[src/inc/apt_pkg.sv]
// Shared constants for the converter pair trigger control block
package apt_pkg;
  localparam int NUM_PAIRS = 4;
  localparam int SEL_W     = 5;
  // Register byte addresses
  localparam logic [7:0] OFF_PAIR01 = 8'h00;
  localparam logic [7:0] OFF_PAIR23 = 8'h04;
  localparam logic [7:0] OFF_GLBSW  = 8'h08;
  localparam logic [7:0] OFF_ISTAT  = 8'h0c;
  localparam logic [7:0] OFF_IMASK  = 8'h10;
  localparam logic [7:0] OFF_BUSY   = 8'h14;
  // Field layout inside one pair byte; upper pair sits 8 bits higher
  localparam int POS_SEL    = 0;
  localparam int POS_SOFT   = 5;
  localparam int POS_PEND   = 6;
  localparam int POS_IRQEN  = 7;
  localparam int PAIR_SHIFT = 8;
  localparam int POS_GLBSW  = 0;
  // Reset values
  localparam logic [15:0] RST_PAIR_CTRL = 16'h0000;
  localparam logic [3:0]  RST_IMASK     = 4'h0;
  // Trigger source codes
  localparam logic [4:0] SRC_OFF     = 5'h00;
  localparam logic [4:0] SRC_SW_IND  = 5'h01;
  localparam logic [4:0] SRC_SW_GLB  = 5'h02;
  localparam logic [4:0] SRC_SPECIAL = 5'h03;
  localparam logic [4:0] SRC_GEN1    = 5'h04;
  localparam logic [4:0] SRC_TMR1    = 5'h0c;
  localparam logic [4:0] SRC_TMR2    = 5'h0d;
  localparam logic [4:0] SRC_CL1     = 5'h0e;
  localparam logic [4:0] SRC_FLT1    = 5'h16;
endpackage : apt_pkg

[src/design/apt_trig_mux.sv]
// Trigger source selection for one converter pair
`timescale 1ns/1ps
`default_nettype none
module apt_trig_mux (
  input  wire logic [4:0] sel,
  input  wire logic       soft_ind,
  input  wire logic       soft_glb,
  input  wire logic       special,
  input  wire logic [3:0] gen,
  input  wire logic       tmr1,
  input  wire logic       tmr2,
  input  wire logic [3:0] cl,
  input  wire logic [3:0] flt,
  output logic            hit
);
  logic [31:0] src_vec;

  // Source table indexed by selector code; unused codes stay low
  always_comb
  begin
    src_vec = 32'h0000_0000;
    src_vec[apt_pkg::SRC_OFF] = 1'b0;
    src_vec[apt_pkg::SRC_SW_IND] = soft_ind;
    src_vec[apt_pkg::SRC_SW_GLB] = soft_glb;
    src_vec[apt_pkg::SRC_SPECIAL] = special;
    for (int k = 0; k < 4; k++)
    begin
      src_vec[apt_pkg::SRC_GEN1 + k] = gen[k];
      src_vec[apt_pkg::SRC_CL1 + k]  = cl[k];
      src_vec[apt_pkg::SRC_FLT1 + k] = flt[k];
    end
    src_vec[apt_pkg::SRC_TMR1] = tmr1;
    src_vec[apt_pkg::SRC_TMR2] = tmr2;
  end

  assign hit = src_vec[sel];
endmodule : apt_trig_mux
`default_nettype wire

[src/design/apt_start_arb.sv]
// Fixed-priority start issue for the shared conversion engine
`timescale 1ns/1ps
`default_nettype none
module apt_start_arb #(
  parameter int N = 4
) (
  input  wire logic               clk,
  input  wire logic               rstn,
  input  wire logic [N-1:0]       req,
  input  wire logic               free,
  output logic                    start,
  output logic [$clog2(N)-1:0]    start_pair
);
  logic [$clog2(N)-1:0] pick;
  logic                 any_req;
  logic                 start_next;

  // Lowest pair index wins; a steady source can starve higher ones
  always_comb
  begin
    pick = '0;
    for (int k = N - 1; k >= 0; k--)
    begin
      if (req[k])
      begin
        pick = k[$clog2(N)-1:0];
      end
    end
  end

  assign any_req    = |req;
  // Never two starts back to back; the issued flag needs a cycle to show
  assign start_next = any_req & free & ~start;

  // Registered start pulse and pair number
  always_ff @(posedge clk)
  begin
    if (!rstn)
    begin
      start      <= 1'b0;
      start_pair <= '0;
    end
    else
    begin
      start <= start_next;
      if (start_next)
      begin
        start_pair <= pick;
      end
    end
  end
endmodule : apt_start_arb
`default_nettype wire

[src/design/apt_pair_trigger_ctrl.sv]
// Converter pair trigger control with APB registers and interrupt
// Summary of operation
// - Each pair has a 5-bit source selector; zero disables that pair.
// - Code 1 picks the pair's own soft trigger, code 2 the global one.
// - Code 3 picks special event, codes 4 to 7 generators 1 to 4.
// - Codes 0x0c and 0x0d pick timer 1 and timer 2 period matches.
// - Codes 0x0e to 0x11 pick generator current-limit triggers 1 to 4.
// - Codes 0x16 to 0x19 pick generator fault triggers 1 to 4.
// - Pair 3 selector sits in bits 12-8 of second control register.
// - Pair 3 enable at bit 15 gates its completion interrupt request.
// - Pair 3 pending at bit 14 sets on trigger, clears on completion.
// - Pair 3 soft trigger at bit 13 clears when pending sets under code 1.
// - Busy engine keeps request pending until it frees.
// - Pair 2 enable at bit 7 gates its completion interrupt request.
`timescale 1ns/1ps
`default_nettype none
module apt_pair_trigger_ctrl #(
  parameter int NP = apt_pkg::NUM_PAIRS
) (
  input  wire logic          clk,
  input  wire logic          rstn,
  input  wire logic          psel,
  input  wire logic          penable,
  input  wire logic          pwrite,
  input  wire logic [7:0]    paddr,
  input  wire logic [31:0]   pwdata,
  output logic [31:0]        prdata,
  output logic               pready,
  output logic               pslverr,
  input  wire logic          pwm_special_event,
  input  wire logic [3:0]    pwm_gen_trig,
  input  wire logic          timer1_match,
  input  wire logic          timer2_match,
  input  wire logic [3:0]    pwm_cl_trig,
  input  wire logic [3:0]    pwm_fault_trig,
  input  wire logic          conv_busy,
  input  wire logic          conv_done,
  input  wire logic [1:0]    conv_done_pair,
  output logic               conv_start,
  output logic [1:0]         conv_pair,
  output logic [NP-1:0]      pair_pending,
  output logic               irq
);
  // Per-pair control state
  logic [4:0]    sel_reg     [NP];
  logic [NP-1:0] irq_en_reg;
  logic [NP-1:0] soft_reg;
  logic [NP-1:0] pending_reg;
  logic [NP-1:0] issued_reg;
  logic [NP-1:0] istat_reg;
  logic [NP-1:0] imask_reg;
  logic [31:0]   prdata_reg;
  logic          pslverr_reg;
  logic [NP-1:0] istat_set;
  logic [NP-1:0] istat_clr;

  // Per-pair combinational terms
  logic [NP-1:0] hit;
  logic [NP-1:0] done_hit;
  logic [NP-1:0] take;
  logic [NP-1:0] start_hit;
  logic [NP-1:0] wait_req;
  logic [15:0]   pair_byte01;
  logic [15:0]   pair_byte23;
  logic [7:0]    pair_byte [NP];

  // Bus decode
  logic          setup_ph;
  logic          wr_acc;
  logic          sel_p01;
  logic          sel_p23;
  logic          sel_glb;
  logic          sel_istat;
  logic          sel_imask;
  logic          sel_busy;
  logic          mapped;
  logic          glb_sw;
  logic [31:0]   rd_mux;
  logic [31:0]   rd_pair01;
  logic [31:0]   rd_pair23;
  logic [31:0]   rd_istat;
  logic [31:0]   rd_imask;
  logic [31:0]   rd_busy;
  logic          engine_free;

  assign setup_ph  = psel & ~penable;
  assign wr_acc    = psel & penable & pwrite;
  assign sel_p01   = (paddr == apt_pkg::OFF_PAIR01);
  assign sel_p23   = (paddr == apt_pkg::OFF_PAIR23);
  assign sel_glb   = (paddr == apt_pkg::OFF_GLBSW);
  assign sel_istat = (paddr == apt_pkg::OFF_ISTAT);
  assign sel_imask = (paddr == apt_pkg::OFF_IMASK);
  assign sel_busy  = (paddr == apt_pkg::OFF_BUSY);
  assign mapped    = sel_p01 | sel_p23 | sel_glb | sel_istat | sel_imask | sel_busy;

  // Global soft trigger is a one-cycle pulse, nothing is stored
  assign glb_sw = wr_acc & sel_glb & pwdata[apt_pkg::POS_GLBSW];

  // Slave answers in the first access cycle, no wait states
  assign pready  = 1'b1;
  assign prdata  = prdata_reg;
  assign pslverr = pslverr_reg;

  // engine counts as free only when idle and nothing issued
  assign engine_free = ~conv_busy & ~(|issued_reg);

  genvar gi;
  generate
    for (gi = 0; gi < NP; gi++)
    begin : g_pair
      localparam int BASE = (gi % 2) * apt_pkg::PAIR_SHIFT;
      logic       wr_this;
      logic [4:0] wr_sel;
      logic       wr_irq_en;
      logic       wr_soft;
      logic       soft_set;
      logic       soft_clr;

      assign wr_this = wr_acc & ((gi < 2) ? sel_p01 : sel_p23);
      // Fields of this pair's byte in the write word
      assign wr_sel    = pwdata[BASE + apt_pkg::POS_SEL +: apt_pkg::SEL_W];
      assign wr_irq_en = pwdata[BASE + apt_pkg::POS_IRQEN];
      assign wr_soft   = pwdata[BASE + apt_pkg::POS_SOFT];
      // hardware clear wins over a software set
      assign soft_clr  = take[gi] & (sel_reg[gi] == apt_pkg::SRC_SW_IND);
      assign soft_set  = wr_this & wr_soft;

      apt_trig_mux u_mux (
        .sel      (sel_reg[gi]),
        .soft_ind (soft_reg[gi]),
        .soft_glb (glb_sw),
        .special  (pwm_special_event),
        .gen      (pwm_gen_trig),
        .tmr1     (timer1_match),
        .tmr2     (timer2_match),
        .cl       (pwm_cl_trig),
        .flt      (pwm_fault_trig),
        .hit      (hit[gi])
      );

      assign done_hit[gi]  = conv_done & (conv_done_pair == 2'(gi));
      // trigger only counts when no pending period remains
      assign take[gi]      = hit[gi] & (~pending_reg[gi] | done_hit[gi]);
      assign start_hit[gi] = conv_start & (conv_pair == 2'(gi));
      // pending but not yet handed to the engine
      assign wait_req[gi]  = pending_reg[gi] & ~issued_reg[gi];

      assign pair_byte[gi] = {irq_en_reg[gi], pending_reg[gi], soft_reg[gi], sel_reg[gi]};

      // status set by done of an issued, enabled pair
      assign istat_set[gi] = done_hit[gi] & issued_reg[gi] & irq_en_reg[gi];
      assign istat_clr[gi] = wr_acc & sel_istat & pwdata[gi];

      // Selector and enable, written by software
      always_ff @(posedge clk)
      begin
        if (!rstn)
        begin
          sel_reg[gi]    <= apt_pkg::RST_PAIR_CTRL[4:0];
          irq_en_reg[gi] <= apt_pkg::RST_PAIR_CTRL[apt_pkg::POS_IRQEN];
        end
        else if (wr_this)
        begin
          // selector field of the addressed pair byte
          sel_reg[gi]    <= wr_sel;
          irq_en_reg[gi] <= wr_irq_en;
        end
      end

      // Soft trigger request bit
      always_ff @(posedge clk)
      begin
        if (!rstn)
        begin
          soft_reg[gi] <= apt_pkg::RST_PAIR_CTRL[apt_pkg::POS_SOFT];
        end
        // hardware clear once pending is taken
        else if (soft_clr)
        begin
          soft_reg[gi] <= 1'b0;
        end
        else if (soft_set)
        begin
          soft_reg[gi] <= 1'b1;
        end
      end

      // Pending flag; a new trigger wins over a completion
      always_ff @(posedge clk)
      begin
        if (!rstn)
        begin
          pending_reg[gi] <= apt_pkg::RST_PAIR_CTRL[apt_pkg::POS_PEND];
        end
        else if (take[gi])
        begin
          pending_reg[gi] <= 1'b1;
        end
        else if (done_hit[gi])
        begin
          pending_reg[gi] <= 1'b0;
        end
      end

      // Handed to engine; next request of this pair waits for done
      always_ff @(posedge clk)
      begin
        if (!rstn)
        begin
          issued_reg[gi] <= 1'b0;
        end
        else if (start_hit[gi])
        begin
          issued_reg[gi] <= 1'b1;
        end
        else if (done_hit[gi])
        begin
          issued_reg[gi] <= 1'b0;
        end
      end

      // Sticky completion status; the set wins over a W1C clear
      always_ff @(posedge clk)
      begin
        if (!rstn)
        begin
          istat_reg[gi] <= 1'b0;
        end
        // only enabled pairs raise a request
        else if (istat_set[gi])
        begin
          istat_reg[gi] <= 1'b1;
        end
        else if (istat_clr[gi])
        begin
          istat_reg[gi] <= 1'b0;
        end
      end
    end
  endgenerate

  // Interrupt mask register
  always_ff @(posedge clk)
  begin
    if (!rstn)
    begin
      imask_reg <= apt_pkg::RST_IMASK;
    end
    else if (wr_acc && sel_imask)
    begin
      imask_reg <= pwdata[NP-1:0];
    end
  end

  // Level interrupt from unmasked sticky bits
  assign irq = |(istat_reg & imask_reg);

  assign pair_pending = pending_reg;
  assign pair_byte01  = {pair_byte[1], pair_byte[0]};
  assign pair_byte23  = {pair_byte[3], pair_byte[2]};

  // Register read words; unused bits read zero
  assign rd_pair01 = {16'h0000, pair_byte01};
  assign rd_pair23 = {16'h0000, pair_byte23};
  assign rd_istat  = {{(32 - NP){1'b0}}, istat_reg};
  assign rd_imask  = {{(32 - NP){1'b0}}, imask_reg};
  assign rd_busy   = {{(32 - NP){1'b0}}, issued_reg};

  // Read data selection; unmapped addresses read zero
  assign rd_mux = sel_p01   ? rd_pair01 :
                  sel_p23   ? rd_pair23 :
                  sel_istat ? rd_istat :
                  sel_imask ? rd_imask :
                  sel_busy  ? rd_busy :
                  32'h0000_0000;

  // Read data and error captured in setup, held through access
  always_ff @(posedge clk)
  begin
    if (!rstn)
    begin
      prdata_reg  <= 32'h0000_0000;
      pslverr_reg <= 1'b0;
    end
    else if (setup_ph)
    begin
      prdata_reg  <= pwrite ? 32'h0000_0000 : rd_mux;
      pslverr_reg <= ~mapped;
    end
  end

  // start waiting pairs once the engine is free
  apt_start_arb #(
    .N (NP)
  ) u_arb (
    .clk        (clk),
    .rstn       (rstn),
    .req        (wait_req),
    .free       (engine_free),
    .start      (conv_start),
    .start_pair (conv_pair)
  );
endmodule : apt_pair_trigger_ctrl
`default_nettype wire

[config.mk]
export PLATFORM = sky130hd
export DESIGN_NAME = apt_pair_trigger_ctrl
export DESIGN_NICKNAME = d
export VERILOG_FILES = /design/src/inc/apt_pkg.sv /design/src/design/apt_trig_mux.sv /design/src/design/apt_start_arb.sv /design/src/design/apt_pair_trigger_ctrl.sv
export SDC_FILE = /design/constraint.sdc
export NUM_CORES = 1
export LEC_CHECK = 0
export ABC_AREA = 1
export BUFFER_PORTS_ARGS = -buffer_cell sky130_fd_sc_hd__buf_2
export CAP_MARGIN = 15
export CORE_MARGIN = 1
export CORE_UTILIZATION = 53
export DETAILED_ROUTE_END_ITERATION = 12
export PLACE_DENSITY = 0.81
export SLEW_MARGIN = 20
export SYNTH_ARGS = -nofsm -noshare
export SYNTH_HDL_FRONTEND = slang
export SYNTH_SLANG_ARGS = --single-unit
[constraint.sdc]
create_clock -name clk -period 2.5 [get_ports clk]
set_clock_uncertainty 0.2 [all_clocks]
set_input_delay 0.5 -clock clk [delete_from_list [all_inputs] [get_ports clk]]
set_output_delay 0.5 -clock clk [all_outputs]
set_load 0.02 [all_outputs]
# After elaboration in Yosys (flattened, before gate mapping)
# Memories as Yosys holds them, arrays and structs flattened.
# Index checks and enable logic that the tools add are counted.
[totals] elab_cells=192 memories=1 input_bits=64 ram_bits=20 out_inout_bits=42 ff_bits=60
[classes] n_lt_le_gt_ge=4 n_reduce_logical=23 n_eq_ne=15 bitwise=75 muxes=49
[memory_table] name="sel_reg" words=4 word_bits=5 read_ports=4 rd_clocked_by_memory_dff=0 write_ports=4 line_no="apt_pair_trigger_ctrl.sv:45" rtl="logic [4:0] sel_reg [NP];"
[ops] cell="$mux 16" count=3
[ops] cell="$and 1x1->1" count=47
[ops] cell="$mux 1" count=31
[ops] cell="$lt 5x6->1 const B" count=4
[ops] cell="$reduce_bool 2->1" count=12
[ops] cell="$bmux 1 s5" count=4
[ops] cell="$eq 5x1->1 const B" count=4
[ops] cell="$mux 5" count=4
[ops] cell="$eq 8x4->1 const B" count=2
[ops] cell="$eq 8x5->1 const B" count=2
[ops] cell="$not 1->1" count=14
[ops] cell="$or 1x1->1" count=13
[ops] cell="$mux 4" count=3
[ops] cell="$reduce_or 4->1" count=3
[ops] cell="$eq 2x2->1 const B" count=4
[ops] cell="$eq 8x3->1 const B" count=1
[ops] cell="$logic_not 8->1" count=1
[ops] cell="$mux 2" count=4
[ops] cell="$reduce_or 2->1" count=4
[ops] cell="$and 4x4->4" count=1
[ops] cell="$eq 2x1->1 const B" count=2
[ops] cell="$logic_not 2->1" count=2
[ops] cell="$logic_and 1x1->1" count=1

# Longest topological paths before layout
[depth] word_depth=9 mapped_depth=12 mapped_depth_nobuf=12

# Cells and area by module
# Synthesis repeated with hierarchy kept, for this count alone.
[hier_totals] cells_unflattened=669 hier_area_um2=4301.6
[by_module_without_submodules] mod="apt_pair_trigger_ctrl" cells_each=396 seq_area_each_um2=1421.4 instances=1 area_per_inst_um2=3065.4
[by_module_without_submodules] mod="apt_trig_mux" cells_each=62 seq_area_each_um2=0.0 instances=4 area_per_inst_um2=269.0
[by_module_without_submodules] mod="apt_start_arb" cells_each=25 seq_area_each_um2=60.1 instances=1 area_per_inst_um2=160.2

# Worst setup path after synthesis
# Ideal clock, no wire load.
[synth_path] path_kind="in2reg" start="in paddr[3]" end="mem sel_reg[0][0], enable pin" cell_stages=6 t_arrival_ns=1.564 path_slack_ns=0.354 required_ns=1.919 setup_time_ns=0.381 path_buffers=1 path_cell_list="buf_4 -> nor2_4 -> nand2_2 -> nor2_4 -> inv_2 -> o21ai_1"
[synth_rtl] element="start: declaration" line_no="apt_pair_trigger_ctrl.sv:25" rtl="input wire logic [7:0] paddr,"
[synth_rtl] element="end: declaration" line_no="apt_pair_trigger_ctrl.sv:45"

==> flow_summary.toml <==
[drt]
route.detailed.drc = 0
drt-total-wl_um = 10500
vias = 3918
final_antenna_net_count = 0
drt_iter0_drc = 267
vias_per_cell = 5.29
dr.pass1.iters = 6
avgRoutedWirePerCell_um = 14.2

[pwr]
p_leak_uw = 0.00206
power_density_nw_per_um2 = 543
peakVddDrop_mv = 0.419

[critical_path]
worstPathRequired_ns = 2.55
reg2reg_to = "pair_byte[29]$_SDFFE_PP0P_"
rrSetupSlack_ns = 0.59
worstSetupEndpointType = "flop"
cp_max_fo = 12
arrival_ns = 1.96
startpoint = "sel_reg[0][0]$_SDFFCE_PN0P_"
reg2reg_from = "sel_reg[0][0]$_SDFFCE_PN0P_"
start_kind = "flop"
reg2reg_depth = 8
path_class = "flop to flop"

[timing]
tightest_slew_ns = 0.495
rsz0062_at_grt = "no"
period_minus_slack_ns = 1.91
setup_viol = 0
setup_ws_ns = 0.586
maxSlewHeadroom = 0.668
period_share = 0.765
fmax_ghz = 0.523
fin_tns_setup_ns = 0
hold_viol_final = 0
drv_slew = 0

[logic_synthesis]
synth_seq_cells = 64
postSynthAreaPerCell_um2 = 6.90
synth_area_leaders = "dfxtp_1 (22%), edfxtp_1 (15%), nand2_1 (11%), inv_1 (7.3%), a21oi_1 (7.0%)"
synth_top_area_frac = 0.224
synth_ff_type = "dfxtp_1"
ys_warn_count = 0
yosysTopAreaCell = "dfxtp_1"
synthesis.area_um2 = 3920
synth_seq_area_share = 0.378
synth_edf_count = 20
synthArstFlopShare = 0
synthDistinctLibCells = 36
syn_inst = 569

[worst_hold_path]
min_to = "irq_en_reg[3]$_SDFFE_PN0P_"
holdPathStages = 3
hold_path.class = "primary input to flop"
worstHoldStart = "pwdata[15]"

[layout]
diodes = 0
nets = 700
largest_reg_flops = 20
drive_gt1_frac = 0.204
finish.utilization = 0.620
fillers = 705
area.growth.synth_to_final_pct = 14.0

[outcome]
status = "finished clean"

[floorplan]
io_pins = 106
die_area_um2 = 7750
core-area_um2 = 7210
initial_utilization = 0.544
die_w_um = 88.0
die_h_um = 88.0
fp-row-count = 31

[grt]
grt_pass1_vias = 3483
antenna_found_initial = 0
grt.total_usage = 0.286
grt_max_degree = 34
grt_pass1_wl_um = 16800
grt_overflow = 0

[cts]
cts_resized = 0
clk_pin_slew_ns = 0.08
cts_htree_levels = 3
post_cts_buffers = 0
cts.sinks = 64
numCtsBuffers = 9
cts_buffer_depth = 2
ctsHoldBuffers = 0
cts_tree = "done"
cts-root-buf = "clkbuf_8"
insertion_delay_ns = 0.34

[placed_design]
portBuffers = 70
gp_congestion = 0.940
dp_slack_ns = 0.286
hpwl_um = 8000

[job]
maxCapViolations = 0
routing by layer:
layer | share of wire | global-route usage | vias up
met2 | 0.47 | 0.456 | 164
met3 | 0.071 | 0.0509 | 15
li1 | - | - | 1966
met4 | 0.015 | 0.0909 | 0
met5 | 0 | 0 | -
met1 | 0.45 | 0.394 | 1773
final cells by class:
cell class / count / area (µm²) / share of cell area
tap: 99 / 124 / 0.0277
timing repair buffer: 76 / 395 / 0.0884
multi-input combinational: 396 / 1930 / 0.432
sequential: 64 / 1480 / 0.331
inverter: 89 / 337 / 0.0753
clock inverter: 6 / 65.1 / 0.0145
clock buffer: 10 / 138 / 0.0308
worst max path at each step:
stage,endpoint,slack (ns)
after detailed placement,sel_reg[2][2]$_SDFFCE_PN0P_,0.29
after CTS,pair_byte[29]$_SDFFE_PP0P_,0.59
after floorplan,sel_reg[0][0]$_SDFFCE_PN0P_,0.35
after global placement,sel_reg[3][3]$_SDFFCE_PN0P_,0.37
final,pair_byte[29]$_SDFFE_PP0P_,0.59
after global routing,pair_byte[21]$_SDFFE_PP0P_,0.44
synthesized netlist by cell type, types with 8 or more instances:
cell type  instances
a21oi_1           55
a31oi_1            9
buf_4             20
dfxtp_1           44
edfxtp_1          20
inv_1             76
inv_2             11
nand2_1          118
nand3_1           43
nor2_1            48
nor2_2            11
o211ai_1           8
o21ai_0           34
o21ai_1            8
worst max-delay path, cell delays in order (launching register included):
cell	delay, ns
edfxtp_1	0.58
inv_1	0.28
nor2_1	0.06
o21ai_0	0.21
nand3_1	0.10
a21oi_1	0.17
nand3_1	0.12
nand2_1	0.07
inv_1	0.04
cell families after synthesis:
group           synth area share
other cells              0.00191
simple gates               0.282
buf+inv                    0.144
flops                      0.378
compound gates             0.194
power by group:
group	switching (µW)	internal, µW
registers	52.0	1100
clock network	434	492
logic	232	113
total	718	1710
per-stage QoR:
step           hold WS, ns  instance area, µm²  total power, µW  cells
2_1_floorplan        0.256                3980             1420    584
3_3_place_gp         0.249                4270             1510    724
3_5_place_dp         0.255                4270             1520    724
4_1_cts              0.237                4470             2430    740
5_1_grt              0.264                4470             2520    740
6_report             0.247                4470             2430    740
layout by cell type (no fill, tap or decap), drive strengths merged, types with 3 or more instances in the layout:
cell type	count
a211oi	3
nand4	4
o22ai	12
clkbuf	10
nor2	63
conb	17
dfxtp	44
clkinv	3
edfxtp	20
a31oi	9
o21ai	42
buf	76
nor3	6
nor4	4
nand2	122
nand3	44
o211ai	8
inv	91
a21oi	55
(Power assumes the default switching activity.)
